<file path="src/shared/ast_pkg.sv">
// Package of constants and types for the asynchronous serial transmitter
// Operation
// Frame is start bit, eight or nine data bits, one stop bit, NRZ
// Data bits leave least significant bit first
// A dedicated 8-bit rate generator derives the bit timing
// Generator output is x16 bit rate with high_rate_select, else x64
// Transmitter runs independently, sharing format and rate with receiver
// No hardware parity; software may carry parity in ninth bit
// Asynchronous operation halts during sleep
// Asynchronous mode whenever clocked_mode_select is zero
// Shift register reloads only after stop bit, then takes pending buffer word
// Buffer empties on handoff; empty flag sets one instruction cycle later
// Empty flag set regardless of irq enable; only a buffer write clears it
// Transmit interrupt request only while flag and tx_irq_enable both set
// shift_empty_status sets/clears one instruction cycle after empty/load
// shift_empty_status drives no interrupt logic
// Shift register is not visible to software
// Setting tx_enable sets the buffer empty flag
// Frame starts after enable, buffer data and a shift clock, either order; code sends the start bit at load without waiting for a tick
// Buffer write with empty shift register transfers immediately
// Clearing tx_enable aborts frame, resets transmitter, releases the pin
// nine_bit_tx_select sends ninth_tx_bit as ninth data bit
// Software sets rate, mode, port, enables, then data, then interrupts
// Bit rate is osc/(64(X+1)) low speed, osc/(16(X+1)) high speed
// Writing rate_divisor resets the rate generator timer
// Enabled idle transmitter holds the line high
package ast_pkg;
   // ****************************************
   // Register map (byte addresses)
   // ****************************************
   localparam logic [7:0] ADDR_CTRL_STATUS = 8'h00;
   localparam logic [7:0] ADDR_TX_BUFFER = 8'h04;
   localparam logic [7:0] ADDR_RATE_DIV = 8'h08;
   localparam logic [7:0] ADDR_FLAGS = 8'h0C;
   localparam logic [7:0] ADDR_ENABLES = 8'h10;
   localparam logic [7:0] ADDR_PORT = 8'h14;
   // ****************************************
   // Field positions
   // ****************************************
   localparam int BIT_NINTH = 0;
   localparam int BIT_SHIFT_EMPTY = 1;
   localparam int BIT_HIGH_RATE = 2;
   localparam int BIT_CLOCKED_MODE = 4;
   localparam int BIT_TX_ENABLE = 5;
   localparam int BIT_NINE_SEL = 6;
   localparam int BIT_CLK_SOURCE = 7;
   localparam int BIT_TX_FLAG = 4;
   localparam int BIT_TX_IRQ_EN = 4;
   localparam int BIT_PORT_EN = 7;
   localparam int BIT_GLOBAL_IRQ = 1;
   localparam int BIT_PERIPH_IRQ = 0;
   // ****************************************
   // Reset values and timing
   // ****************************************
   localparam logic [7:0] CTRL_RESET = 8'h02;
   localparam logic [7:0] RATE_RESET = 8'h00;
   localparam logic [5:0] OVS_HIGH_LAST = 6'h0F;
   localparam logic [5:0] OVS_LOW_LAST = 6'h3F;
   localparam logic [3:0] BITS_EIGHT = 4'h9;
   localparam logic [3:0] BITS_NINE = 4'hA;
   localparam logic [1:0] RESP_OKAY = 2'h0;
   localparam logic [1:0] RESP_SLVERR = 2'h2;
   localparam int INSTR_CYCLE_CLKS = 4;

   typedef enum {TX_IDLE, TX_SHIFT} ast_tx_state_t;

   typedef struct packed
   {
      logic nine_sel;
      logic ninth_bit;
      logic high_rate;
      logic tx_enable;
      logic clocked_mode;
      logic port_enable;
   } ast_cfg_t;
endpackage

</file>
<file path="src/verilog/ast_rate_gen.sv">
// Rate generator: 8-bit reloading timer giving the oversample tick
`timescale 1ns/1ps
module ast_rate_gen
(
   input wire logic clk_sys,
   input wire logic rst_n,
   input wire logic [7:0] rate_divisor,
   input wire logic restart,
   input wire logic run,
   output logic tick
);
   logic [7:0] count_r;
   logic [7:0] count_nxt;
   logic tick_nxt;

   // ****************************************
   // Down counter, tick every divisor+1 clocks
   // ****************************************
   always_comb
   begin
      count_nxt = count_r;
      tick_nxt = 1'b0;
      if (restart || !run)
      begin
         count_nxt = rate_divisor;
      end
      else if (count_r == 8'h00)
      begin
         count_nxt = rate_divisor;
         tick_nxt = 1'b1;
      end
      else
      begin
         count_nxt = count_r - 8'h01;
      end
   end

   always_ff @(posedge clk_sys or negedge rst_n)
   begin
      if (!rst_n)
      begin
         count_r <= 8'h00;
         tick <= 1'b0;
      end
      else
      begin
         count_r <= count_nxt;
         tick <= tick_nxt;
      end
   end
endmodule

</file>
<file path="src/verilog/ast_transmitter.sv">
// Asynchronous serial transmitter with AXI4-Lite register access
//
// Local design decisions: register access over AXI4-Lite and the address map.
`timescale 1ns/1ps
module ast_transmitter
(
   input wire logic clk_sys,
   input wire logic rst_n,
   input wire logic sleep,
   input wire logic [7:0] s_axi_awaddr,
   input wire logic s_axi_awvalid,
   output logic s_axi_awready,
   input wire logic [31:0] s_axi_wdata,
   input wire logic [3:0] s_axi_wstrb,
   input wire logic s_axi_wvalid,
   output logic s_axi_wready,
   output logic [1:0] s_axi_bresp,
   output logic s_axi_bvalid,
   input wire logic s_axi_bready,
   input wire logic [7:0] s_axi_araddr,
   input wire logic s_axi_arvalid,
   output logic s_axi_arready,
   output logic [31:0] s_axi_rdata,
   output logic [1:0] s_axi_rresp,
   output logic s_axi_rvalid,
   input wire logic s_axi_rready,
   output logic serial_out_pin_o,
   output logic serial_out_pin_oe,
   output logic tx_irq,
   output logic cpu_irq
);
   // ****************************************
   // State
   // ****************************************
   ast_pkg::ast_cfg_t cfg_r, cfg_nxt;
   logic [7:0] rate_r, rate_nxt;
   logic [7:0] buf_r, buf_nxt;
   logic buf_ninth_r, buf_ninth_nxt;
   logic buf_full_r, buf_full_nxt;
   logic [9:0] shift_r, shift_nxt;
   logic [3:0] bits_left_r, bits_left_nxt;
   logic [5:0] ovs_r, ovs_nxt;
   ast_pkg::ast_tx_state_t state_r, state_nxt;
   logic [ast_pkg::INSTR_CYCLE_CLKS-1:0] flag_dly_r, flag_dly_nxt;
   logic [ast_pkg::INSTR_CYCLE_CLKS-1:0] empty_dly_r, empty_dly_nxt;
   logic tx_flag_r, tx_flag_nxt;
   logic shift_empty_r, shift_empty_nxt;
   logic tx_irq_en_r, tx_irq_en_nxt;
   logic gie_r, gie_nxt, peripheral_irq_enable_r, peripheral_irq_enable_nxt;
   logic line_nxt, oe_nxt, tx_irq_nxt, cpu_irq_nxt;
   logic aw_full_r, aw_full_nxt, w_full_r, w_full_nxt;
   logic [7:0] aw_addr_r, aw_addr_nxt;
   logic [31:0] w_data_r, w_data_nxt;
   logic [3:0] w_strb_r, w_strb_nxt;
   logic bvalid_nxt, awready_nxt, wready_nxt, arready_nxt, rvalid_nxt;
   logic [1:0] bresp_nxt, rresp_nxt;
   logic [31:0] rdata_nxt;
   logic tick;
   logic rate_write;
   logic active;

   // ****************************************
   // Rate generator
   // ****************************************
   ast_rate_gen u_rate
   (
      .clk_sys(clk_sys),
      .rst_n(rst_n),
      .rate_divisor(rate_r),
      .restart(rate_write),
      .run(active),
      .tick(tick)
   );

   function automatic logic [7:0] ctrl_image(input ast_pkg::ast_cfg_t c, input logic se);
      logic [7:0] v;
      v = 8'h00;
      v[ast_pkg::BIT_NINTH] = c.ninth_bit;
      v[ast_pkg::BIT_SHIFT_EMPTY] = se;
      v[ast_pkg::BIT_HIGH_RATE] = c.high_rate;
      v[ast_pkg::BIT_CLOCKED_MODE] = c.clocked_mode;
      v[ast_pkg::BIT_TX_ENABLE] = c.tx_enable;
      v[ast_pkg::BIT_NINE_SEL] = c.nine_sel;
      return v;
   endfunction

   // Sleep stops the rate generator and the load, not bus writes or status; clocked mode is not served here
   assign active = cfg_r.port_enable && cfg_r.tx_enable && !cfg_r.clocked_mode
      && !sleep;

   // ****************************************
   // Bus, registers and transmitter
   // ****************************************
   always_comb
   begin
      logic do_write;
      logic buf_write;
      logic load;
      logic [7:0] wb;
      logic [3:0] first;
      do_write = 1'b0;
      buf_write = 1'b0;
      load = 1'b0;
      wb = 8'h00;
      first = cfg_r.nine_sel ? ast_pkg::BITS_NINE : ast_pkg::BITS_EIGHT;
      cfg_nxt = cfg_r;
      rate_nxt = rate_r;
      rate_write = 1'b0;
      buf_nxt = buf_r;
      buf_ninth_nxt = buf_ninth_r;
      buf_full_nxt = buf_full_r;
      shift_nxt = shift_r;
      bits_left_nxt = bits_left_r;
      ovs_nxt = ovs_r;
      state_nxt = state_r;
      tx_flag_nxt = tx_flag_r;
      tx_irq_en_nxt = tx_irq_en_r;
      gie_nxt = gie_r;
      peripheral_irq_enable_nxt = peripheral_irq_enable_r;
      aw_full_nxt = aw_full_r;
      w_full_nxt = w_full_r;
      aw_addr_nxt = aw_addr_r;
      w_data_nxt = w_data_r;
      w_strb_nxt = w_strb_r;
      bvalid_nxt = s_axi_bvalid;
      bresp_nxt = s_axi_bresp;
      rvalid_nxt = s_axi_rvalid;
      rresp_nxt = s_axi_rresp;
      rdata_nxt = s_axi_rdata;
      // Address and data accepted in either order, one write at a time
      if (s_axi_awvalid && s_axi_awready)
      begin
         aw_full_nxt = 1'b1;
         aw_addr_nxt = s_axi_awaddr;
      end
      if (s_axi_wvalid && s_axi_wready)
      begin
         w_full_nxt = 1'b1;
         w_data_nxt = s_axi_wdata;
         w_strb_nxt = s_axi_wstrb;
      end
      if (s_axi_bvalid && s_axi_bready)
      begin
         bvalid_nxt = 1'b0;
      end
      if (aw_full_r && w_full_r && !s_axi_bvalid)
      begin
         do_write = w_strb_r[0];
         wb = w_data_r[7:0];
         aw_full_nxt = 1'b0;
         w_full_nxt = 1'b0;
         bvalid_nxt = 1'b1;
         bresp_nxt = ast_pkg::RESP_OKAY;
         unique case (aw_addr_r)
            ast_pkg::ADDR_CTRL_STATUS, ast_pkg::ADDR_TX_BUFFER, ast_pkg::ADDR_RATE_DIV,
            ast_pkg::ADDR_FLAGS, ast_pkg::ADDR_ENABLES, ast_pkg::ADDR_PORT:
               bresp_nxt = ast_pkg::RESP_OKAY;
            default:
            begin
               bresp_nxt = ast_pkg::RESP_SLVERR;
               do_write = 1'b0;
            end
         endcase
      end
      if (do_write)
      begin
         unique case (aw_addr_r)
            ast_pkg::ADDR_CTRL_STATUS:
            begin
               cfg_nxt.ninth_bit = wb[ast_pkg::BIT_NINTH];
               cfg_nxt.high_rate = wb[ast_pkg::BIT_HIGH_RATE];
               cfg_nxt.clocked_mode = wb[ast_pkg::BIT_CLOCKED_MODE];
               cfg_nxt.tx_enable = wb[ast_pkg::BIT_TX_ENABLE];
               cfg_nxt.nine_sel = wb[ast_pkg::BIT_NINE_SEL];
            end
            ast_pkg::ADDR_TX_BUFFER:
            begin
               buf_write = 1'b1;
               buf_nxt = wb;
               buf_ninth_nxt = cfg_r.ninth_bit;
               buf_full_nxt = 1'b1;
               tx_flag_nxt = 1'b0;
            end
            ast_pkg::ADDR_RATE_DIV:
            begin
               rate_nxt = wb;
               rate_write = 1'b1;
            end
            ast_pkg::ADDR_ENABLES:
               tx_irq_en_nxt = wb[ast_pkg::BIT_TX_IRQ_EN];
            ast_pkg::ADDR_PORT:
            begin
               cfg_nxt.port_enable = wb[ast_pkg::BIT_PORT_EN];
               gie_nxt = wb[ast_pkg::BIT_GLOBAL_IRQ];
               peripheral_irq_enable_nxt = wb[ast_pkg::BIT_PERIPH_IRQ];
            end
            default:
               do_write = 1'b0;
         endcase
      end
      if (cfg_nxt.tx_enable && !cfg_r.tx_enable)
      begin
         tx_flag_nxt = 1'b1;
      end
      // Reads; the shift register has no address
      if (s_axi_rvalid && s_axi_rready)
      begin
         rvalid_nxt = 1'b0;
      end
      if (s_axi_arvalid && s_axi_arready)
      begin
         rvalid_nxt = 1'b1;
         rresp_nxt = ast_pkg::RESP_OKAY;
         rdata_nxt = 32'h0000_0000;
         unique case (s_axi_araddr)
            ast_pkg::ADDR_CTRL_STATUS:
               rdata_nxt[7:0] = ctrl_image(cfg_r, shift_empty_r);
            ast_pkg::ADDR_TX_BUFFER:
               rdata_nxt[7:0] = buf_r;
            ast_pkg::ADDR_RATE_DIV:
               rdata_nxt[7:0] = rate_r;
            ast_pkg::ADDR_FLAGS:
               rdata_nxt[ast_pkg::BIT_TX_FLAG] = tx_flag_r;
            ast_pkg::ADDR_ENABLES:
               rdata_nxt[ast_pkg::BIT_TX_IRQ_EN] = tx_irq_en_r;
            ast_pkg::ADDR_PORT:
            begin
               rdata_nxt[ast_pkg::BIT_PORT_EN] = cfg_r.port_enable;
               rdata_nxt[ast_pkg::BIT_GLOBAL_IRQ] = gie_r;
               rdata_nxt[ast_pkg::BIT_PERIPH_IRQ] = peripheral_irq_enable_r;
            end
            default:
               rresp_nxt = ast_pkg::RESP_SLVERR;
         endcase
      end
      // Transmitter
      unique case (state_r)
         ast_pkg::TX_IDLE:
         begin
            // Load waits for the previous stop bit, then is immediate
            if (active && buf_full_r && !buf_write)
            begin
               load = 1'b1;
               shift_nxt = {1'b1, buf_ninth_r, buf_r};
               if (!cfg_r.nine_sel)
               begin
                  shift_nxt[8] = 1'b1;
               end
               bits_left_nxt = first;
               ovs_nxt = 6'h00;
               buf_full_nxt = 1'b0;
               state_nxt = ast_pkg::TX_SHIFT;
            end
         end
         ast_pkg::TX_SHIFT:
         begin
            // Start bit goes out first; first oversample tick begins timing
            if (tick)
            begin
               if (ovs_r == (cfg_r.high_rate ? ast_pkg::OVS_HIGH_LAST
                  : ast_pkg::OVS_LOW_LAST))
               begin
                  ovs_nxt = 6'h00;
                  if (bits_left_r == 4'h0)
                  begin
                     state_nxt = ast_pkg::TX_IDLE;
                  end
                  else
                  begin
                     if (bits_left_r != first)
                     begin
                        shift_nxt = {1'b1, shift_r[9:1]};
                     end
                     bits_left_nxt = bits_left_r - 4'h1;
                  end
               end
               else
               begin
                  ovs_nxt = ovs_r + 6'h01;
               end
            end
         end
      endcase
      if (!cfg_r.tx_enable)
      begin
         state_nxt = ast_pkg::TX_IDLE;
         ovs_nxt = 6'h00;
      end
      // Status bits follow the handoff one instruction cycle late
      flag_dly_nxt = {flag_dly_r[ast_pkg::INSTR_CYCLE_CLKS-2:0], load};
      empty_dly_nxt = {empty_dly_r[ast_pkg::INSTR_CYCLE_CLKS-2:0],
         state_nxt == ast_pkg::TX_IDLE};
      if (flag_dly_r[ast_pkg::INSTR_CYCLE_CLKS-1])
      begin
         tx_flag_nxt = 1'b1;
      end
      shift_empty_nxt = empty_dly_r[ast_pkg::INSTR_CYCLE_CLKS-1];
      // Line drive; released when disabled
      oe_nxt = cfg_r.tx_enable && cfg_r.port_enable && !cfg_r.clocked_mode;
      line_nxt = 1'b1;
      if (state_r == ast_pkg::TX_IDLE && load)
      begin
         line_nxt = 1'b0;
      end
      else if (oe_nxt && state_r == ast_pkg::TX_SHIFT && state_nxt == ast_pkg::TX_SHIFT)
      begin
         line_nxt = (bits_left_nxt == first) ? 1'b0 : shift_nxt[0];
      end
      tx_irq_nxt = tx_flag_r && tx_irq_en_r;
      cpu_irq_nxt = tx_irq_nxt && gie_r && peripheral_irq_enable_r;
      awready_nxt = !aw_full_nxt && !bvalid_nxt;
      wready_nxt = !w_full_nxt && !bvalid_nxt;
      arready_nxt = !rvalid_nxt;
   end

   always_ff @(posedge clk_sys or negedge rst_n)
   begin
      if (!rst_n)
      begin
         cfg_r <= '0;
         rate_r <= ast_pkg::RATE_RESET;
         buf_r <= 8'h00;
         buf_ninth_r <= 1'b0;
         buf_full_r <= 1'b0;
         shift_r <= 10'h3FF;
         bits_left_r <= 4'h0;
         ovs_r <= 6'h00;
         state_r <= ast_pkg::TX_IDLE;
         flag_dly_r <= '0;
         empty_dly_r <= '1;
         tx_flag_r <= 1'b0;
         shift_empty_r <= ast_pkg::CTRL_RESET[ast_pkg::BIT_SHIFT_EMPTY];
         tx_irq_en_r <= 1'b0;
         gie_r <= 1'b0;
         peripheral_irq_enable_r <= 1'b0;
         aw_full_r <= 1'b0;
         w_full_r <= 1'b0;
         aw_addr_r <= 8'h00;
         w_data_r <= 32'h0000_0000;
         w_strb_r <= 4'h0;
         s_axi_awready <= 1'b0;
         s_axi_wready <= 1'b0;
         s_axi_bvalid <= 1'b0;
         s_axi_bresp <= 2'h0;
         s_axi_arready <= 1'b0;
         s_axi_rvalid <= 1'b0;
         s_axi_rresp <= 2'h0;
         s_axi_rdata <= 32'h0000_0000;
         serial_out_pin_o <= 1'b1;
         serial_out_pin_oe <= 1'b0;
         tx_irq <= 1'b0;
         cpu_irq <= 1'b0;
      end
      else
      begin
         cfg_r <= cfg_nxt;
         rate_r <= rate_nxt;
         buf_r <= buf_nxt;
         buf_ninth_r <= buf_ninth_nxt;
         buf_full_r <= buf_full_nxt;
         shift_r <= shift_nxt;
         bits_left_r <= bits_left_nxt;
         ovs_r <= ovs_nxt;
         state_r <= state_nxt;
         flag_dly_r <= flag_dly_nxt;
         empty_dly_r <= empty_dly_nxt;
         tx_flag_r <= tx_flag_nxt;
         shift_empty_r <= shift_empty_nxt;
         tx_irq_en_r <= tx_irq_en_nxt;
         gie_r <= gie_nxt;
         peripheral_irq_enable_r <= peripheral_irq_enable_nxt;
         aw_full_r <= aw_full_nxt;
         w_full_r <= w_full_nxt;
         aw_addr_r <= aw_addr_nxt;
         w_data_r <= w_data_nxt;
         w_strb_r <= w_strb_nxt;
         s_axi_awready <= awready_nxt;
         s_axi_wready <= wready_nxt;
         s_axi_bvalid <= bvalid_nxt;
         s_axi_bresp <= bresp_nxt;
         s_axi_arready <= arready_nxt;
         s_axi_rvalid <= rvalid_nxt;
         s_axi_rresp <= rresp_nxt;
         s_axi_rdata <= rdata_nxt;
         serial_out_pin_o <= line_nxt;
         serial_out_pin_oe <= oe_nxt;
         tx_irq <= tx_irq_nxt;
         cpu_irq <= cpu_irq_nxt;
      end
   end
endmodule
</file>
<file path="config.mk">
export PLATFORM = sky130hd
export DESIGN_NAME = ast_transmitter
export DESIGN_NICKNAME = d
export VERILOG_FILES = /design/src/shared/ast_pkg.sv /design/src/verilog/ast_rate_gen.sv /design/src/verilog/ast_transmitter.sv
export SDC_FILE = /design/constraint.sdc
export NUM_CORES = 1
export LEC_CHECK = 0
export BUFFER_PORTS_ARGS = -buffer_cell sky130_fd_sc_hd__buf_4
export CAP_MARGIN = 20
export CORE_ASPECT_RATIO = 1.75
export CORE_UTILIZATION = 40
export DETAILED_ROUTE_END_ITERATION = 12
export HOLD_SLACK_MARGIN = 0.12
export PLACE_DENSITY = 0.75
export SYNTH_ARGS = -nofsm -noshare
export SYNTH_HDL_FRONTEND = slang
export SYNTH_SLANG_ARGS = --single-unit
</file>
<file path="constraint.sdc">
create_clock -name clk_sys -period 2.7 [get_ports clk_sys]
set_clock_uncertainty 0.1 [all_clocks]
set_input_delay 0.27 -clock clk_sys [delete_from_list [all_inputs] [get_ports clk_sys]]
set_output_delay 0.27 -clock clk_sys [all_outputs]
set_load 0.01 [all_outputs]
</file>
==> run summary <==
Syn-to-layout area delta = 24.6%
CTS H-tree depth = 4
First-pass GRT wire length = 20300 um
Placer Congestion = 0.855
Fmax = 0.381 GHz
CP delay by family, top = simple AND/OR/NAND/NOR gates
Setup-failing EPs final = 0
Wl on met1 = 4720 um
Final min period = 2620 ps
PortBufs = 51
Top-area cell type share of the netlist area = 50.8%
Number of remaining DRC errors = 0
Max incr delay on CP = 560 ps
Overall Global Routing Usage = 17.5%
Measured slew at the worst slew-check pin = 712 ps
Clock transition at path regs = 60 ps
Layout cell share with drive strength beyond 1 = 25.6%
Number of top-level pins = 105
Final core occ = 51.2%
Critical path depth in cells = 7
Post-CTS Setup Bufs = 0
Top FF cell, synth = dfrtp_1
Hpwl dp = 8800 um
Reg2reg start = aw_addr_r[0]
CTS buffer count = 17
CTS tree = yes
Gr ovfl total = 0
Setup TNS = 0 ps
Final hold violation count = 0
Routed WL = 12400 um
Pwr per Cell Area = 725 mW/mm^2
Initial antenna violation count = 0
Number of inserted diodes = 0
Slowest-stage cell, CP = or4_4
Syn Inst Count = 529
Routed wl met2 = 6740 um
FP Rows = 58
Clk Latency, worst-skew pair = 420 ps
Outcome = finished clean
Dpl cell area = 0.00651 mm^2
DIE WIDTH = 93.9 um
Core box area = 0.0144 mm^2
Met3 wirelength from detailed routing = 449 um
Hold Crit Depth = 3
Post-synth cell types = 56
Post-synth EDFFs = 0
Buf+Inv Stages, Crit Path = 0
Die area = 0.0153 mm^2
Post-synth ARST share = 100%
Final ANT Viol Nets = 0
Tcrit/Tclk final = 97.2%
Largest net degree at the start of global routing = 50
Fin. max-slew vios = 0
Final nets = 691
Root buffer cell = clkbuf_16
Worst vdd ir = 372 uV
Top layer in use = met4
Fin area = 0.00736 mm^2
Crit path DAT = 2850 ps
Vias = 4199
Synthesis-stage register bit count = 136
Via density = 5.12
WP data required = 2930 ps
Netlist Area Pre-Place = 0.00591 mm^2
RSZ-0062 raised after global routing = no
Yosys warns = 0
Crit path from = aw_addr_r[0]
Worst setup SP type = flop
Final Worst Setup Slack = 75.4 ps
Detailed Routing Iterations Pass 1 = 7
Hold Path Class = in2reg
Share of the yosys chip area belonging to registers = 57.9%
Routed length per instance = 15.2 um
CP cell instances = or4_4, or4_4, nand3_4, nor2_4, a211oi_4, a221oi_1, a21oi_1
Synth Area per Inst = 11.2 um^2
Critical path fanouts, max = 10
1st-iter DRT viols = 316
Starting Density = 41.1%
Critical Path Sink Type = flop
CP dominant cell by count = or4_4
CTS max path bufs = 2
R2r worst-path depth = 7
Leakage = 3.49 nW
CTS Sinks = 136
CP Class = reg2reg
Cell accounting for the most synthesized area = dfrtp_1
Die Height = 163 um
Hold Crit Start = s_axi_araddr[4]
Slew HR = 52.4%
Dominant cells by area after synthesis = dfrtp_1 (51%), dfstp_2 (7.1%), mux2_2 (5.5%), and2_1 (3.8%), buf_4 (3.3%)
Post-Place Setup Slack = 67.7 ps
Vias in the first global route = 4300
Power, Total = 5.34 mW
Max_cap viols = 0
==> metal layers <==
layer	track usage [%]	vias up
met3	4.15	33
met4	9.58	0
met5	0	-
met2	30.8	133
met1	19.0	2035
li1	-	1998
==> cells in the mapped netlist (all sizes together), types with 14 or more instances <==
cell type,number
a21oi,14
and2,36
buf,29
clkbuf,14
dfrtp,120
dfstp,16
inv,33
mux2,29
nand2,44
nand3,16
nor2,33
o21ai,35
==> registers in the layout (all words and copies together), names as in the netlist, 4 cells and up <==
signal / flops
s_axi_rdata: 8
state_r: 32
flag_dly_r: 4
cfg_r: 6
rate_r: 8
u_rate.count_r: 8
w_data_r: 8
bits_left_r: 4
ovs_r: 6
aw_addr_r: 8
buf_r: 8
empty_dly_r: 4
shift_r: 10
==> cell usage in the layout, fill, tap and decap left out, types with 15 or more instances in the layout <==
master and instances:
nand2_1 44, clkbuf_16 17, nand3_1 15, conb_1 26, dfstp_2 16, dfrtp_1 120
and2_1 36, mux2_2 29, buf_4 70, o21ai_0 35, inv_1 33, dlygate4sd3_1 25
nor2_1 31
==> metrics by stage <==
step	std cells	hold WS (ps)
floorplan	554	-126
global placement	763	210
detailed placement	763	223
CTS	820	140
global route	820	180
finish	820	155
==> logic make-up after synthesis <==
kind of cell / share of synthesized area (%)
other cells: 0.0635
fa+ha+maj: 0.847
buf+inv: 6.65
simple gates: 16.6
mux: 6.42
compound gates: 10.6
flops: 57.9
xor+xnor: 0.889
==> worst reg2reg max path: stages (launching register included) <==
cell,delay (ps)
dfrtp_1,370
or4_4,560
or4_4,550
nand3_4,140
nor2_4,70
a211oi_4,400
a221oi_1,130
a21oi_1,210
==> final timing paths <==
| path | endpoint | slack, ps |
|---|---|---|
| max | shift_r[8] | 80 |
| min | s_axi_rresp[1] | 160 |
| max reg2reg | shift_r[8] | 80 |
| min reg2reg | flag_dly_r[3] | 250 |
| max in group asynchronous | shift_r[0] | 1430 |
| min in group asynchronous | u_rate.count_r[0] | 330 |
==> layout make-up <==
class                      instances  area, um^2
inverter                          33         124
clock buffer                      17         425
sequential                       136        3420
tap                              180         225
timing repair buffer              97         807
clock inverter                    15         165
fill                            1200        7010
multi-input combinational        342        2190
==> where the power goes <==
part	internal (mW)	switching (mW)
registers	2.24	0.166
clock network	1.38	0.908
logic	0.331	0.317
==> timing repair <==
item,in CTS,in global routing
endpoints found under the hold margin,67,0
resized for setup,0,2
hold buffers,25,0
setup endpoints to repair,0,6
Power figures use the tool's default switching activity.
